<file path="src/rtl/pstmc_pkg.sv">
// Package for processor state and privilege-mode control.
// Assumes a 32-bit address space and one 200 MHz clock.
package pstmc_pkg;
    localparam logic [31:0] RESET_VECTOR = 32'hA0000000;
    localparam int MODE_BIT_POS = 30;
    localparam logic [31:0] STATUS_RESET = 32'h700000F0;
    localparam logic [31:0] MODE_BIT_MASK = 32'h40000000;
    localparam logic [31:0] VBR_RESET = 32'h00000000;
    localparam logic [31:0] BUS_CFG_RESET = 32'h00000000;
    localparam logic [31:0] SAVED_RESET = 32'h00000000;
    // 16-bit instructions
    localparam logic [31:0] PC_STEP = 32'h00000002;

    typedef enum logic [4:0] {
        PSTMC_RESET = 5'h01,
        PSTMC_EXC = 5'h02,
        PSTMC_BUSREL = 5'h04,
        PSTMC_EXEC = 5'h08,
        PSTMC_PDOWN = 5'h10
    } pstmc_state_t;

    typedef enum logic [1:0] {
        PSTMC_PD_SLEEP = 2'h0,
        PSTMC_PD_SWSTBY = 2'h1,
        PSTMC_PD_HWSTBY = 2'h2
    } pstmc_pd_t;

    // Exception request bundle
    typedef struct packed {
        logic req;
        logic [31:0] offset;
        logic [31:0] pc;
    } pstmc_exc_t;

    // Privileged register access request
    typedef struct packed {
        logic req;
        logic priv_only;
        logic wr;
        logic [31:0] wdata;
    } pstmc_acc_t;
endpackage

</file>
<file path="src/rtl/pstmc_core.sv">
// Processor state and privilege-mode controller.
// Assumes synchronous pins and a 200 MHz single clock.
`timescale 1ns/100ps
module pstmc_core (
    input wire logic clk,
    input wire logic nrst,
    input wire logic power_on_reset_n,
    input wire logic manual_reset_n,
    input wire pstmc_pkg::pstmc_exc_t exc_in,
    input wire logic exc_return,
    input wire logic bus_request,
    input wire logic sleep_req,
    input wire pstmc_pkg::pstmc_pd_t pd_mode,
    input wire logic wake_event,
    input wire logic [31:0] vbr_wdata,
    input wire logic vbr_we,
    input wire logic [31:0] bus_cfg_wdata,
    input wire logic bus_cfg_we,
    input wire pstmc_pkg::pstmc_acc_t acc_in,
    output pstmc_pkg::pstmc_state_t state,
    output logic [31:0] pc,
    output logic [31:0] status_word,
    output logic [31:0] saved_program_counter,
    output logic [31:0] saved_status_word,
    output logic [31:0] vbr,
    output logic [31:0] bus_cfg,
    output logic privilege_mode_bit,
    output logic fetch_en,
    output logic bus_granted,
    output logic cpu_halted,
    output pstmc_pkg::pstmc_pd_t pd_active,
    output logic acc_granted,
    output logic acc_refused,
    output logic por_seen
);
    logic por_active;
    logic mrst_active;
    pstmc_pkg::pstmc_state_t state_r, state_nxt;
    logic [31:0] pc_r, pc_nxt;
    logic [31:0] sw_r, sw_nxt;
    logic [31:0] saved_pc_r, saved_pc_nxt;
    logic [31:0] saved_sw_r, saved_sw_nxt;
    logic [31:0] vbr_r, vbr_nxt;
    logic [31:0] bus_cfg_r, bus_cfg_nxt;
    pstmc_pkg::pstmc_pd_t pd_r, pd_nxt;
    logic gr_r, gr_nxt;
    logic rf_r, rf_nxt;
    logic any_reset;

    function automatic logic [31:0] set_md(input logic [31:0] s,
                                           input logic md);
        set_md = md ? (s | pstmc_pkg::MODE_BIT_MASK)
                    : (s & ~pstmc_pkg::MODE_BIT_MASK);
    endfunction

    pstmc_reset_ctl i_pstmc_reset_ctl (
        .clk(clk),
        .nrst(nrst),
        .power_on_reset_n(power_on_reset_n),
        .manual_reset_n(manual_reset_n),
        .por_active(por_active),
        .mrst_active(mrst_active)
    );

    assign any_reset = por_active | mrst_active;

    always_comb begin
        state_nxt = state_r;
        pc_nxt = pc_r;
        sw_nxt = sw_r;
        saved_pc_nxt = saved_pc_r;
        saved_sw_nxt = saved_sw_r;
        vbr_nxt = vbr_r;
        bus_cfg_nxt = bus_cfg_r;
        pd_nxt = pd_r;
        gr_nxt = 1'b0;
        rf_nxt = 1'b0;
        if (bus_cfg_we) begin
            bus_cfg_nxt = bus_cfg_wdata;
        end
        if (por_active) begin
            // Whole-chip init, bus controller included
            state_nxt = pstmc_pkg::PSTMC_RESET;
            sw_nxt = pstmc_pkg::STATUS_RESET;
            vbr_nxt = pstmc_pkg::VBR_RESET;
            saved_pc_nxt = pstmc_pkg::SAVED_RESET;
            saved_sw_nxt = pstmc_pkg::SAVED_RESET;
            bus_cfg_nxt = pstmc_pkg::BUS_CFG_RESET;
            pd_nxt = pstmc_pkg::PSTMC_PD_SLEEP;
            pc_nxt = pstmc_pkg::RESET_VECTOR;
        end else if (mrst_active) begin
            // Refresh keeps running, so bus config survives
            state_nxt = pstmc_pkg::PSTMC_RESET;
            sw_nxt = pstmc_pkg::STATUS_RESET;
            vbr_nxt = pstmc_pkg::VBR_RESET;
            saved_pc_nxt = pstmc_pkg::SAVED_RESET;
            saved_sw_nxt = pstmc_pkg::SAVED_RESET;
            pd_nxt = pstmc_pkg::PSTMC_PD_SLEEP;
            pc_nxt = pstmc_pkg::RESET_VECTOR;
        end else begin
            if (vbr_we && sw_r[pstmc_pkg::MODE_BIT_POS]) begin
                vbr_nxt = vbr_wdata;
            end
            if (acc_in.req) begin
                if (acc_in.priv_only && !sw_r[pstmc_pkg::MODE_BIT_POS]) begin
                    rf_nxt = 1'b1;
                end else begin
                    gr_nxt = 1'b1;
                    if (acc_in.wr && !acc_in.priv_only) begin
                        sw_nxt = {sw_r[31:30], acc_in.wdata[29:0]};
                    end else if (acc_in.wr) begin
                        sw_nxt = acc_in.wdata;
                    end
                end
            end
            case (state_r)
                pstmc_pkg::PSTMC_RESET: begin
                    state_nxt = pstmc_pkg::PSTMC_EXEC;
                    pc_nxt = pstmc_pkg::RESET_VECTOR;
                end
                pstmc_pkg::PSTMC_EXC: begin
                    state_nxt = pstmc_pkg::PSTMC_EXEC;
                end
                pstmc_pkg::PSTMC_EXEC: begin
                    if (exc_in.req) begin
                        // Save and redirect in one edge
                        saved_pc_nxt = exc_in.pc;
                        saved_sw_nxt = sw_r;
                        sw_nxt = set_md(sw_r, 1'b1);
                        pc_nxt = vbr_r + exc_in.offset;
                        state_nxt = pstmc_pkg::PSTMC_EXC;
                    end else if (exc_return) begin
                        pc_nxt = saved_pc_r;
                        sw_nxt = set_md(saved_sw_r, 1'b0);
                    end else if (bus_request) begin
                        state_nxt = pstmc_pkg::PSTMC_BUSREL;
                    end else if (sleep_req) begin
                        pd_nxt = pd_mode;
                        state_nxt = pstmc_pkg::PSTMC_PDOWN;
                    end else begin
                        pc_nxt = pc_r + pstmc_pkg::PC_STEP;
                    end
                end
                pstmc_pkg::PSTMC_BUSREL: begin
                    if (!bus_request) begin
                        state_nxt = pstmc_pkg::PSTMC_EXEC;
                    end
                end
                pstmc_pkg::PSTMC_PDOWN: begin
                    if (exc_in.req) begin
                        saved_pc_nxt = exc_in.pc;
                        saved_sw_nxt = sw_r;
                        sw_nxt = set_md(sw_r, 1'b1);
                        pc_nxt = vbr_r + exc_in.offset;
                        state_nxt = pstmc_pkg::PSTMC_EXC;
                    end else if (wake_event) begin
                        state_nxt = pstmc_pkg::PSTMC_EXEC;
                    end
                end
                default: begin
                    state_nxt = pstmc_pkg::PSTMC_RESET;
                end
            endcase
        end
    end

    always_ff @(posedge clk or negedge nrst) begin
        if (!nrst) begin
            state_r <= pstmc_pkg::PSTMC_RESET;
            pc_r <= pstmc_pkg::RESET_VECTOR;
            sw_r <= pstmc_pkg::STATUS_RESET;
            saved_pc_r <= pstmc_pkg::SAVED_RESET;
            saved_sw_r <= pstmc_pkg::SAVED_RESET;
            vbr_r <= pstmc_pkg::VBR_RESET;
            bus_cfg_r <= pstmc_pkg::BUS_CFG_RESET;
            pd_r <= pstmc_pkg::PSTMC_PD_SLEEP;
            gr_r <= 1'b0;
            rf_r <= 1'b0;
        end else begin
            state_r <= state_nxt;
            pc_r <= pc_nxt;
            sw_r <= sw_nxt;
            saved_pc_r <= saved_pc_nxt;
            saved_sw_r <= saved_sw_nxt;
            vbr_r <= vbr_nxt;
            bus_cfg_r <= bus_cfg_nxt;
            pd_r <= pd_nxt;
            gr_r <= gr_nxt;
            rf_r <= rf_nxt;
        end
    end

    assign state = state_r;
    assign pc = pc_r;
    assign status_word = sw_r;
    assign saved_program_counter = saved_pc_r;
    assign saved_status_word = saved_sw_r;
    assign vbr = vbr_r;
    assign bus_cfg = bus_cfg_r;
    assign privilege_mode_bit = sw_r[pstmc_pkg::MODE_BIT_POS];
    // One-hot bits are flops, so these need no decode
    assign fetch_en = state_r[3];
    assign bus_granted = state_r[2];
    assign cpu_halted = state_r[4];
    assign pd_active = pd_r;
    assign acc_granted = gr_r;
    assign acc_refused = rf_r;
    assign por_seen = por_active;
endmodule

</file>
<file path="src/rtl/pstmc_reset_ctl.sv">
// Reset classifier: decides power-on versus manual reset.
// Assumes both reset pins are synchronous to clk.
`timescale 1ns/100ps
module pstmc_reset_ctl (
    input wire logic clk,
    input wire logic nrst,
    input wire logic power_on_reset_n,
    input wire logic manual_reset_n,
    output logic por_active,
    output logic mrst_active
);
    logic por_nxt;
    logic mr_nxt;

    always_comb begin
        por_nxt = ~power_on_reset_n;
        // Power-on wins when both are low
        mr_nxt = ~manual_reset_n & power_on_reset_n;
    end

    always_ff @(posedge clk or negedge nrst) begin
        if (!nrst) begin
            por_active <= 1'b1;
            mrst_active <= 1'b0;
        end else begin
            por_active <= por_nxt;
            mrst_active <= mr_nxt;
        end
    end
endmodule

</file>
<file path="config.mk">
export PLATFORM = sky130hd
export DESIGN_NAME = pstmc_core
export DESIGN_NICKNAME = d
export VERILOG_FILES = /design/src/rtl/pstmc_pkg.sv /design/src/rtl/pstmc_core.sv /design/src/rtl/pstmc_reset_ctl.sv
export SDC_FILE = /design/constraint.sdc
export NUM_CORES = 1
export LEC_CHECK = 0
export BUFFER_PORTS_ARGS = -buffer_cell sky130_fd_sc_hd__clkbuf_2
export CAP_MARGIN = 5
export CORE_UTILIZATION = 29
export CTS_CLUSTER_DIAMETER = 50
export DETAILED_ROUTE_END_ITERATION = 10
export SLEW_MARGIN = 20
export SYNTH_ARGS = -nofsm -noshare
export SYNTH_HDL_FRONTEND = slang
export SYNTH_SLANG_ARGS = --single-unit
export TNS_END_PERCENT = 10
</file>
<file path="constraint.sdc">
create_clock -name clk -period 5.88 [get_ports clk]
set_input_delay 1.176 -clock clk [delete_from_list [all_inputs] [get_ports clk]]
set_output_delay 1.176 -clock clk [all_outputs]
set_load 0.01 [all_outputs]
</file>
==> metrics, run 1 <==
Yosys reg bits 203; Max Cap Violations 0; initial antenna violation count 6; Final Setup Violations 0; drt initial violations 913; Vias per Instance 5.32; gpl congestion 0.909; Clk pin slew, worst setup/hold paths 60 ps; DP Area 13,700 um^2; ANT nets after route 0; DR vias 10,900; final hold vios 0; Worst Setup EP status_word[10]; HPWL after DPL 30,800 um; max incr delay on CP 680 ps; Critical Path End Type flop; Initial Utilization 29.4%; die area 40,100 um^2; max frequency 272 MHz; FF-to-FF path depth 8; routed wire length 41,300 um; CP delay by family, top compound AO/OA/AOI/OAI gates; Crit path depth 9; Clock Latency Late Sink 580 ps; Syn Nets 1,368; Fin Setup TNS 0 ps; Worst EP arrival 4180 ps; Avg Cell Area, Syn 9.83 um^2; Max transition margin 27.5%; VDD IR max 0.000205 V; cell area after layout 14,700 um^2; vias in the first global route 10,500; Yosys cell types 80; CP Launch Type input pin; chip height 200 um; fill count 3,957; Sink Count 203; most common flop cell mapped by yosys dfrtp_1; share of cells above drive strength 1 31.9%; pin count of the biggest net entering global routing 105; H-tree Lvls 1; Clock Path Buffers 3; Clock Skew 19.9 ps; Synth Warn # 0; fin nets 1,721; RSZ-0062 raised after global routing false; I/O pin total 382; crit path max-delay cell type o21ai_1; GRT Total Usage 20.0%; critical path startpoint bus_request; Routed wire per std cell 20.1 um; r2r startpoint state[1]; synthesized cell area 11,400 um^2; R2R setup slack 2350 ps; Gate Count Post-Synth 1,159; GRT Residual Overflow 0; CTS tree yes; crit path max fanout 25; Remaining DRCs 0; Synth area leaders dfrtp_1 (42%), a22o_1 (7.6%), mux2i_1 (4.1%), ha_1 (3.5%), nand2_1 (3.3%); post-synth top area cell dfrtp_1; Port Buffers 381; Final Max Tran Viols 0; Root Buffer clkbuf_16; Hold Path Class flop to flop; crit-path cells clkbuf_2 > or2_2 > a41oi_1 > o21a_2 > and2_1 > nand2_1 > o21ai_1 > a222oi_1 > inv_1; Die X 200 um; CP required 6380 ps; CTS Buf Count 31; setup bufs post-CTS 0; Core Area 38,700 um^2; Post-synth EDFFs 0; Post-synth top cells dfrtp_1 (192), nand2_1 (101), nor2_1 (100), a22o_1 (99), o21ai_0 (65); ys async rst share 100%; reg-to-reg endpoint status_word[10]; Buffers & Inverters on Critical Path 2; P_leak 7.40 nW; first-pass iteration count of the detailed router 6; status completed; sequential-to-total area share from yosys stat 44.7%; share of the synthesized area in the top cell type 42.2%; critical path class input pin to flop; Final period util 62.6%; first-pass GRT wire length 63,100 um; Worst-Margin Slew 1080 ps; area grow syn2layout 29.2%; Pwr Density 268 nW/um^2; most common cell in the netlist dfrtp_1; row count 72; CTS Hold Buffers Added 0; minimum clock period after layout 3680 ps; CTS resizes 0
through the flow:
stage	cells	worst slack [ps]	total power, mW	hold slack [ps]	util (%)
after detailed placement	1997	1610	2.11	460	35.3
final	2057	2200	3.95	468	38.0
after global routing	2057	1960	4.12	487	38.0
after CTS	2055	2260	4.00	468	38.0
after floorplan	1159	2300	1.86	470	-
after global placement	1997	1710	2.10	454	35.3
power by group:
| group | total, mW | internal [mW] | switching [mW] |
|---|---|---|---|
| Clock | 1.86 | 1.12 | 0.743 |
| Combinational | 0.569 | 0.217 | 0.352 |
| Sequential | 1.51 | 1.45 | 0.0615 |
sequential cells by signal, summed over array words and instances (netlist names):
signal and flops:
bus_cfg 32, pc 32, saved_program_counter 32, saved_status_word 32, status_word 32, vbr 32
state 5, pd_active 2, acc_granted 1, acc_refused 1, i_pstmc_reset_ctl.mrst_active 1, i_pstmc_reset_ctl.por_active 1
cells in the final DEF (no fill, tap or decap), types with 6 or more instances in the layout:
| master | netlist | final |
|---|---|---|
| and2_1 | 6 | 6 |
| dfstp_2 | 11 | 11 |
| nand3_1 | 28 | 28 |
| nand2_1 | 101 | 101 |
| and3_1 | 8 | 8 |
| a221o_1 | 9 | 9 |
| o211ai_1 | 9 | 9 |
| a31oi_1 | 14 | 14 |
| inv_6 | 0 | 10 |
| a32oi_1 | 13 | 13 |
| clkbuf_16 | 0 | 31 |
| a221oi_1 | 7 | 7 |
| o21ai_0 | 65 | 65 |
| xnor2_1 | 23 | 23 |
| a211oi_1 | 8 | 8 |
| nor2_1 | 100 | 99 |
| ha_1 | 32 | 32 |
| nor2b_1 | 7 | 7 |
| a22oi_1 | 7 | 7 |
| buf_4 | 4 | 14 |
| o31ai_1 | 7 | 7 |
| inv_1 | 33 | 33 |
| o221ai_1 | 9 | 9 |
| a21o_1 | 20 | 20 |
| o21ai_1 | 10 | 10 |
| a22o_1 | 99 | 99 |
| a222oi_1 | 13 | 13 |
| nor3_1 | 16 | 16 |
| dfrtp_1 | 192 | 192 |
| xor2_1 | 23 | 23 |
| clkbuf_2 | 0 | 380 |
| mux2i_1 | 47 | 47 |
| a21oi_1 | 58 | 56 |
| nand4_1 | 17 | 17 |
metal layers:
metal | vias to the layer above | GRT usage (%) | routed length (um)
met2 | 441 | 31.6 | 19300
li1 | 5060 | - | -
met4 | 8 | 8.13 | 1500
met5 | - | 0 | 56
met3 | 74 | 4.20 | 2970
met1 | 5358 | 26.4 | 17500
logic make-up (layout without fill, tap and decap cells):
logic type      Yosys count  after routing  share of synthesized area (%)
other cells               0              2                              0
compound gates          390            390                           25.2
simple gates            328            328                           13.6
mux                      48             48                           4.23
xor+xnor                 46             46                           3.53
buf+inv                 111            489                           5.04
flops                   203            203                           44.7
fa+ha+maj                33             33                           3.69
final cells by class:
cell class	instances	area, um^2	area share, %
diodes	2	5.00	0.0340
clock buffers	36	835	5.67
clock inverters	22	219	1.49
inverters	35	131	0.892
multi-input cells	845	5750	39.1
flip-flops and latches	203	5090	34.6
well taps	518	648	4.40
repair buffers	396	2040	13.9
tightest hold or removal path, stage by stage (launching register included):
cell and delay (ps):
dfstp_2 370, nand2_1 50, nand2_1 40
worst min path at each step:
stage | end | depth (start not counted) | start
final | status_word[5] | 2 | status_word[5]
after global routing | status_word[6] | 2 | status_word[6]
after CTS | status_word[6] | 2 | status_word[6]
after detailed placement | status_word[6] | 2 | status_word[6]
after global placement | status_word[5] | 2 | status_word[5]
after floorplan | status_word[28] | 2 | status_word[28]
No activity file was read; power rests on OpenSTA's default activity.
==> inputs of run 2 (changes only) <==
==> constraint.sdc (replaced) <==
create_clock -name clk -period 3.7 [get_ports clk]
set_input_delay 0.74 -clock clk [delete_from_list [all_inputs] [get_ports clk]]
set_output_delay 0.74 -clock clk [all_outputs]
set_load 0.01 [all_outputs]
==> run 2 against run 1 <==
Combinational power increased by 64%. Clock power rose by 82%. Highest routed layer unchanged. Count of clock-buffer cells in the layout up 9. Sequential share of layout area fell by 0.75 points. Non-clock buffer count grew 19. Largest power group unchanged. First-iteration DRC count decreased by 7.3%. Setup slack worse by 1600 ps.
==> metrics, run 2 (synthesis results as in run 1) <==
Reg power frac 35.7% (was 38.3%); Placed Instances 2,016 (was 1,997); CTS resizes 0 (unchanged); pin count of the biggest net entering global routing 90 (was 105); Clk pin slew, worst setup/hold paths 50 ps (was 60 ps); Routed wire per std cell 20.1 um (about the same); cell area after layout 15,100 um^2 (was 14,700 um^2); initial antenna violation count 3 (was 6); Worst EP arrival 3550 ps (was 4180 ps); final hold vios 0 (unchanged); WHS 171 ps (was 468 ps); first-pass GRT wire length 64,100 um (was 63,100 um); Initial Utilization 29.4% (unchanged); Sink Count 203 (unchanged); first-pass iteration count of the detailed router 5 (was 6); FF-to-FF path depth 11 (was 8); Core Area 38,700 um^2 (unchanged); Final period util 84.8%; row count 72 (unchanged); Critical Path End Type flop (unchanged); ANT nets after route 0 (unchanged); critical path class flop to flop (was input pin to flop); Root Buffer clkbuf_16 (unchanged); DP Area 13,800 um^2 (was 13,700 um^2); Power, Total 6.71 mW (was 3.95 mW); CTS tree yes (unchanged); Port Buffers 381 (unchanged); VDD IR max 0.000259 V (was 0.000205 V); max incr delay on CP 490 ps (was 680 ps); commonest non-fill, non-tap cell in the layout clkbuf_2 (unchanged); internal power 4.84 mW (was 2.79 mW); max frequency 319 MHz; CP required 4110 ps (was 6380 ps); HPWL after DPL 31,300 um (was 30,800 um); Worst-Margin Slew 1110 ps (was 1080 ps); Max Cap Violations 0 (unchanged); H-tree Lvls 2 (was 1); Final Max Tran Viols 0 (unchanged); drt initial violations 846 (was 913); GRT Total Usage 20.4% (was 20.0%); Buffers & Inverters on Critical Path 1 (was 2); Clock Skew 16.2 ps (was 19.9 ps); CTS Buf Count 35 (was 31); vias in the first global route 10,700 (was 10,500); P_leak 7.56 nW (was 7.40 nW); Crit path depth 11 (was 9); Clock Path Buffers 3 (unchanged); Final Setup Violations 0 (unchanged); CTS Hold Buffers Added 0 (unchanged); RSZ-0062 raised after global routing false (unchanged); most frequent cells in the layout clkbuf_2 (380), dfrtp_1 (192), nand2_1 (101) (unchanged); crit-path cells ha_1 > inv_1 > fa_1 > nor2b_1 > o2111ai_1 > a311o_1 > a211oi_4 > o2111ai_2 > a21oi_2 > o21ai_1 > a221o_1 (was clkbuf_2 > or2_2 > a41oi_1 > o21a_2 > and2_1 > nand2_1 > o21ai_1 > a222oi_1 > inv_1); CP delay by family, top compound AO/OA/AOI/OAI gates (unchanged); setup bufs post-CTS 0 (unchanged); chip height 200 um (unchanged); GRT Residual Overflow 0 (unchanged); non-filler cells, final 2,080 (was 2,057); crit path max fanout 4 (was 25); NetSw 1.86 mW (was 1.16 mW); status completed (unchanged); Die X 200 um (unchanged); I/O pin total 382 (unchanged); Vias per Instance 5.35 (was 5.32); Pwr Density 446 nW/um^2 (was 268 nW/um^2); DR vias 11,100 (was 10,900); share of cells above drive strength 1 32.7% (was 31.9%); gpl congestion 0.903 (was 0.909); sw frac 27.8% (was 29.3%); die area 40,100 um^2 (unchanged); minimum clock period after layout 3140 ps; Clock Latency Late Sink 530 ps (was 580 ps); routed wire length 41,800 um (was 41,300 um); Clk pwr share 50.4% (was 47.3%); Hold Path Class input pin to asynchronous set/reset pin (was flop to flop); area grow syn2layout 32.1% (was 29.2%); Fin Setup TNS 0 ps (unchanged); Remaining DRCs 0 (unchanged); CP Launch Type flop (was input pin); fin nets 1,744 (was 1,721); Logic pwr share 13.9% (was 14.4%); crit path max-delay cell type a311o_1 (was o21ai_1); Max transition margin 25.5% (was 27.5%)
run 2: per-stage QoR:
step / util, % / setup slack [ps]
after floorplan: - / 556
after global placement: 35.7 / 165
after detailed placement: 35.7 / 135
after CTS: 38.9 / 567
after global routing: 38.9 / 340
final: 38.9 / 563
run 2: power by group through the flow:
stage                     combinational, mW  clock [mW]  sequential, mW
after floorplan                       0.514           0            2.44
after global placement                0.926           0            2.43
after detailed placement              0.937           0            2.43
after CTS                             0.941        3.47            2.40
after global routing                   1.02        3.56            2.41
final                                 0.933        3.38            2.40
run 2: worst reg2reg max path, stage by stage, from the launching register on:
cell,delay [ps]
dfrtp_1,370
ha_1,170
inv_1,60
fa_1,400
nor2b_1,180
o2111ai_1,210
a311o_1,490
a211oi_4,400
o2111ai_2,160
a21oi_2,170
o21ai_1,80
a221o_1,340
run 2: layer usage:
layer	vias up	track usage [%]	routed length, um
li1	5121	-	-
met1	5464	27.0	17800
met2	443	31.9	19400
met3	89	4.57	2890
met4	4	8.96	1660
met5	-	0	26
run 2: area by class of cell:
type / instances / area, um^2
clock buffer: 45 / 986
tap: 518 / 648
sequential: 203 / 5090
multi-input combinational: 845 / 5750
fill: 3958 / 23700
inverter: 35 / 131
antenna: 1 / 2.50
clock inverter: 18 / 229
timing repair buffer: 415 / 2210
run 2: path summary, 6_finish.rpt:
| check | from | endpoint | slack [ps] |
|---|---|---|---|
| hold reg to reg | status_word[5] | status_word[5] | 470 |
| hold / removal | nrst | vbr[22] | 170 |
| max in group asynchronous | nrst | status_word[6] | 2600 |
| min in group clk | power_on_reset_n | i_pstmc_reset_ctl.por_active | 330 |
| setup reg to reg | vbr[0] | pc[30] | 560 |
| setup / recovery | vbr[0] | pc[30] | 560 |
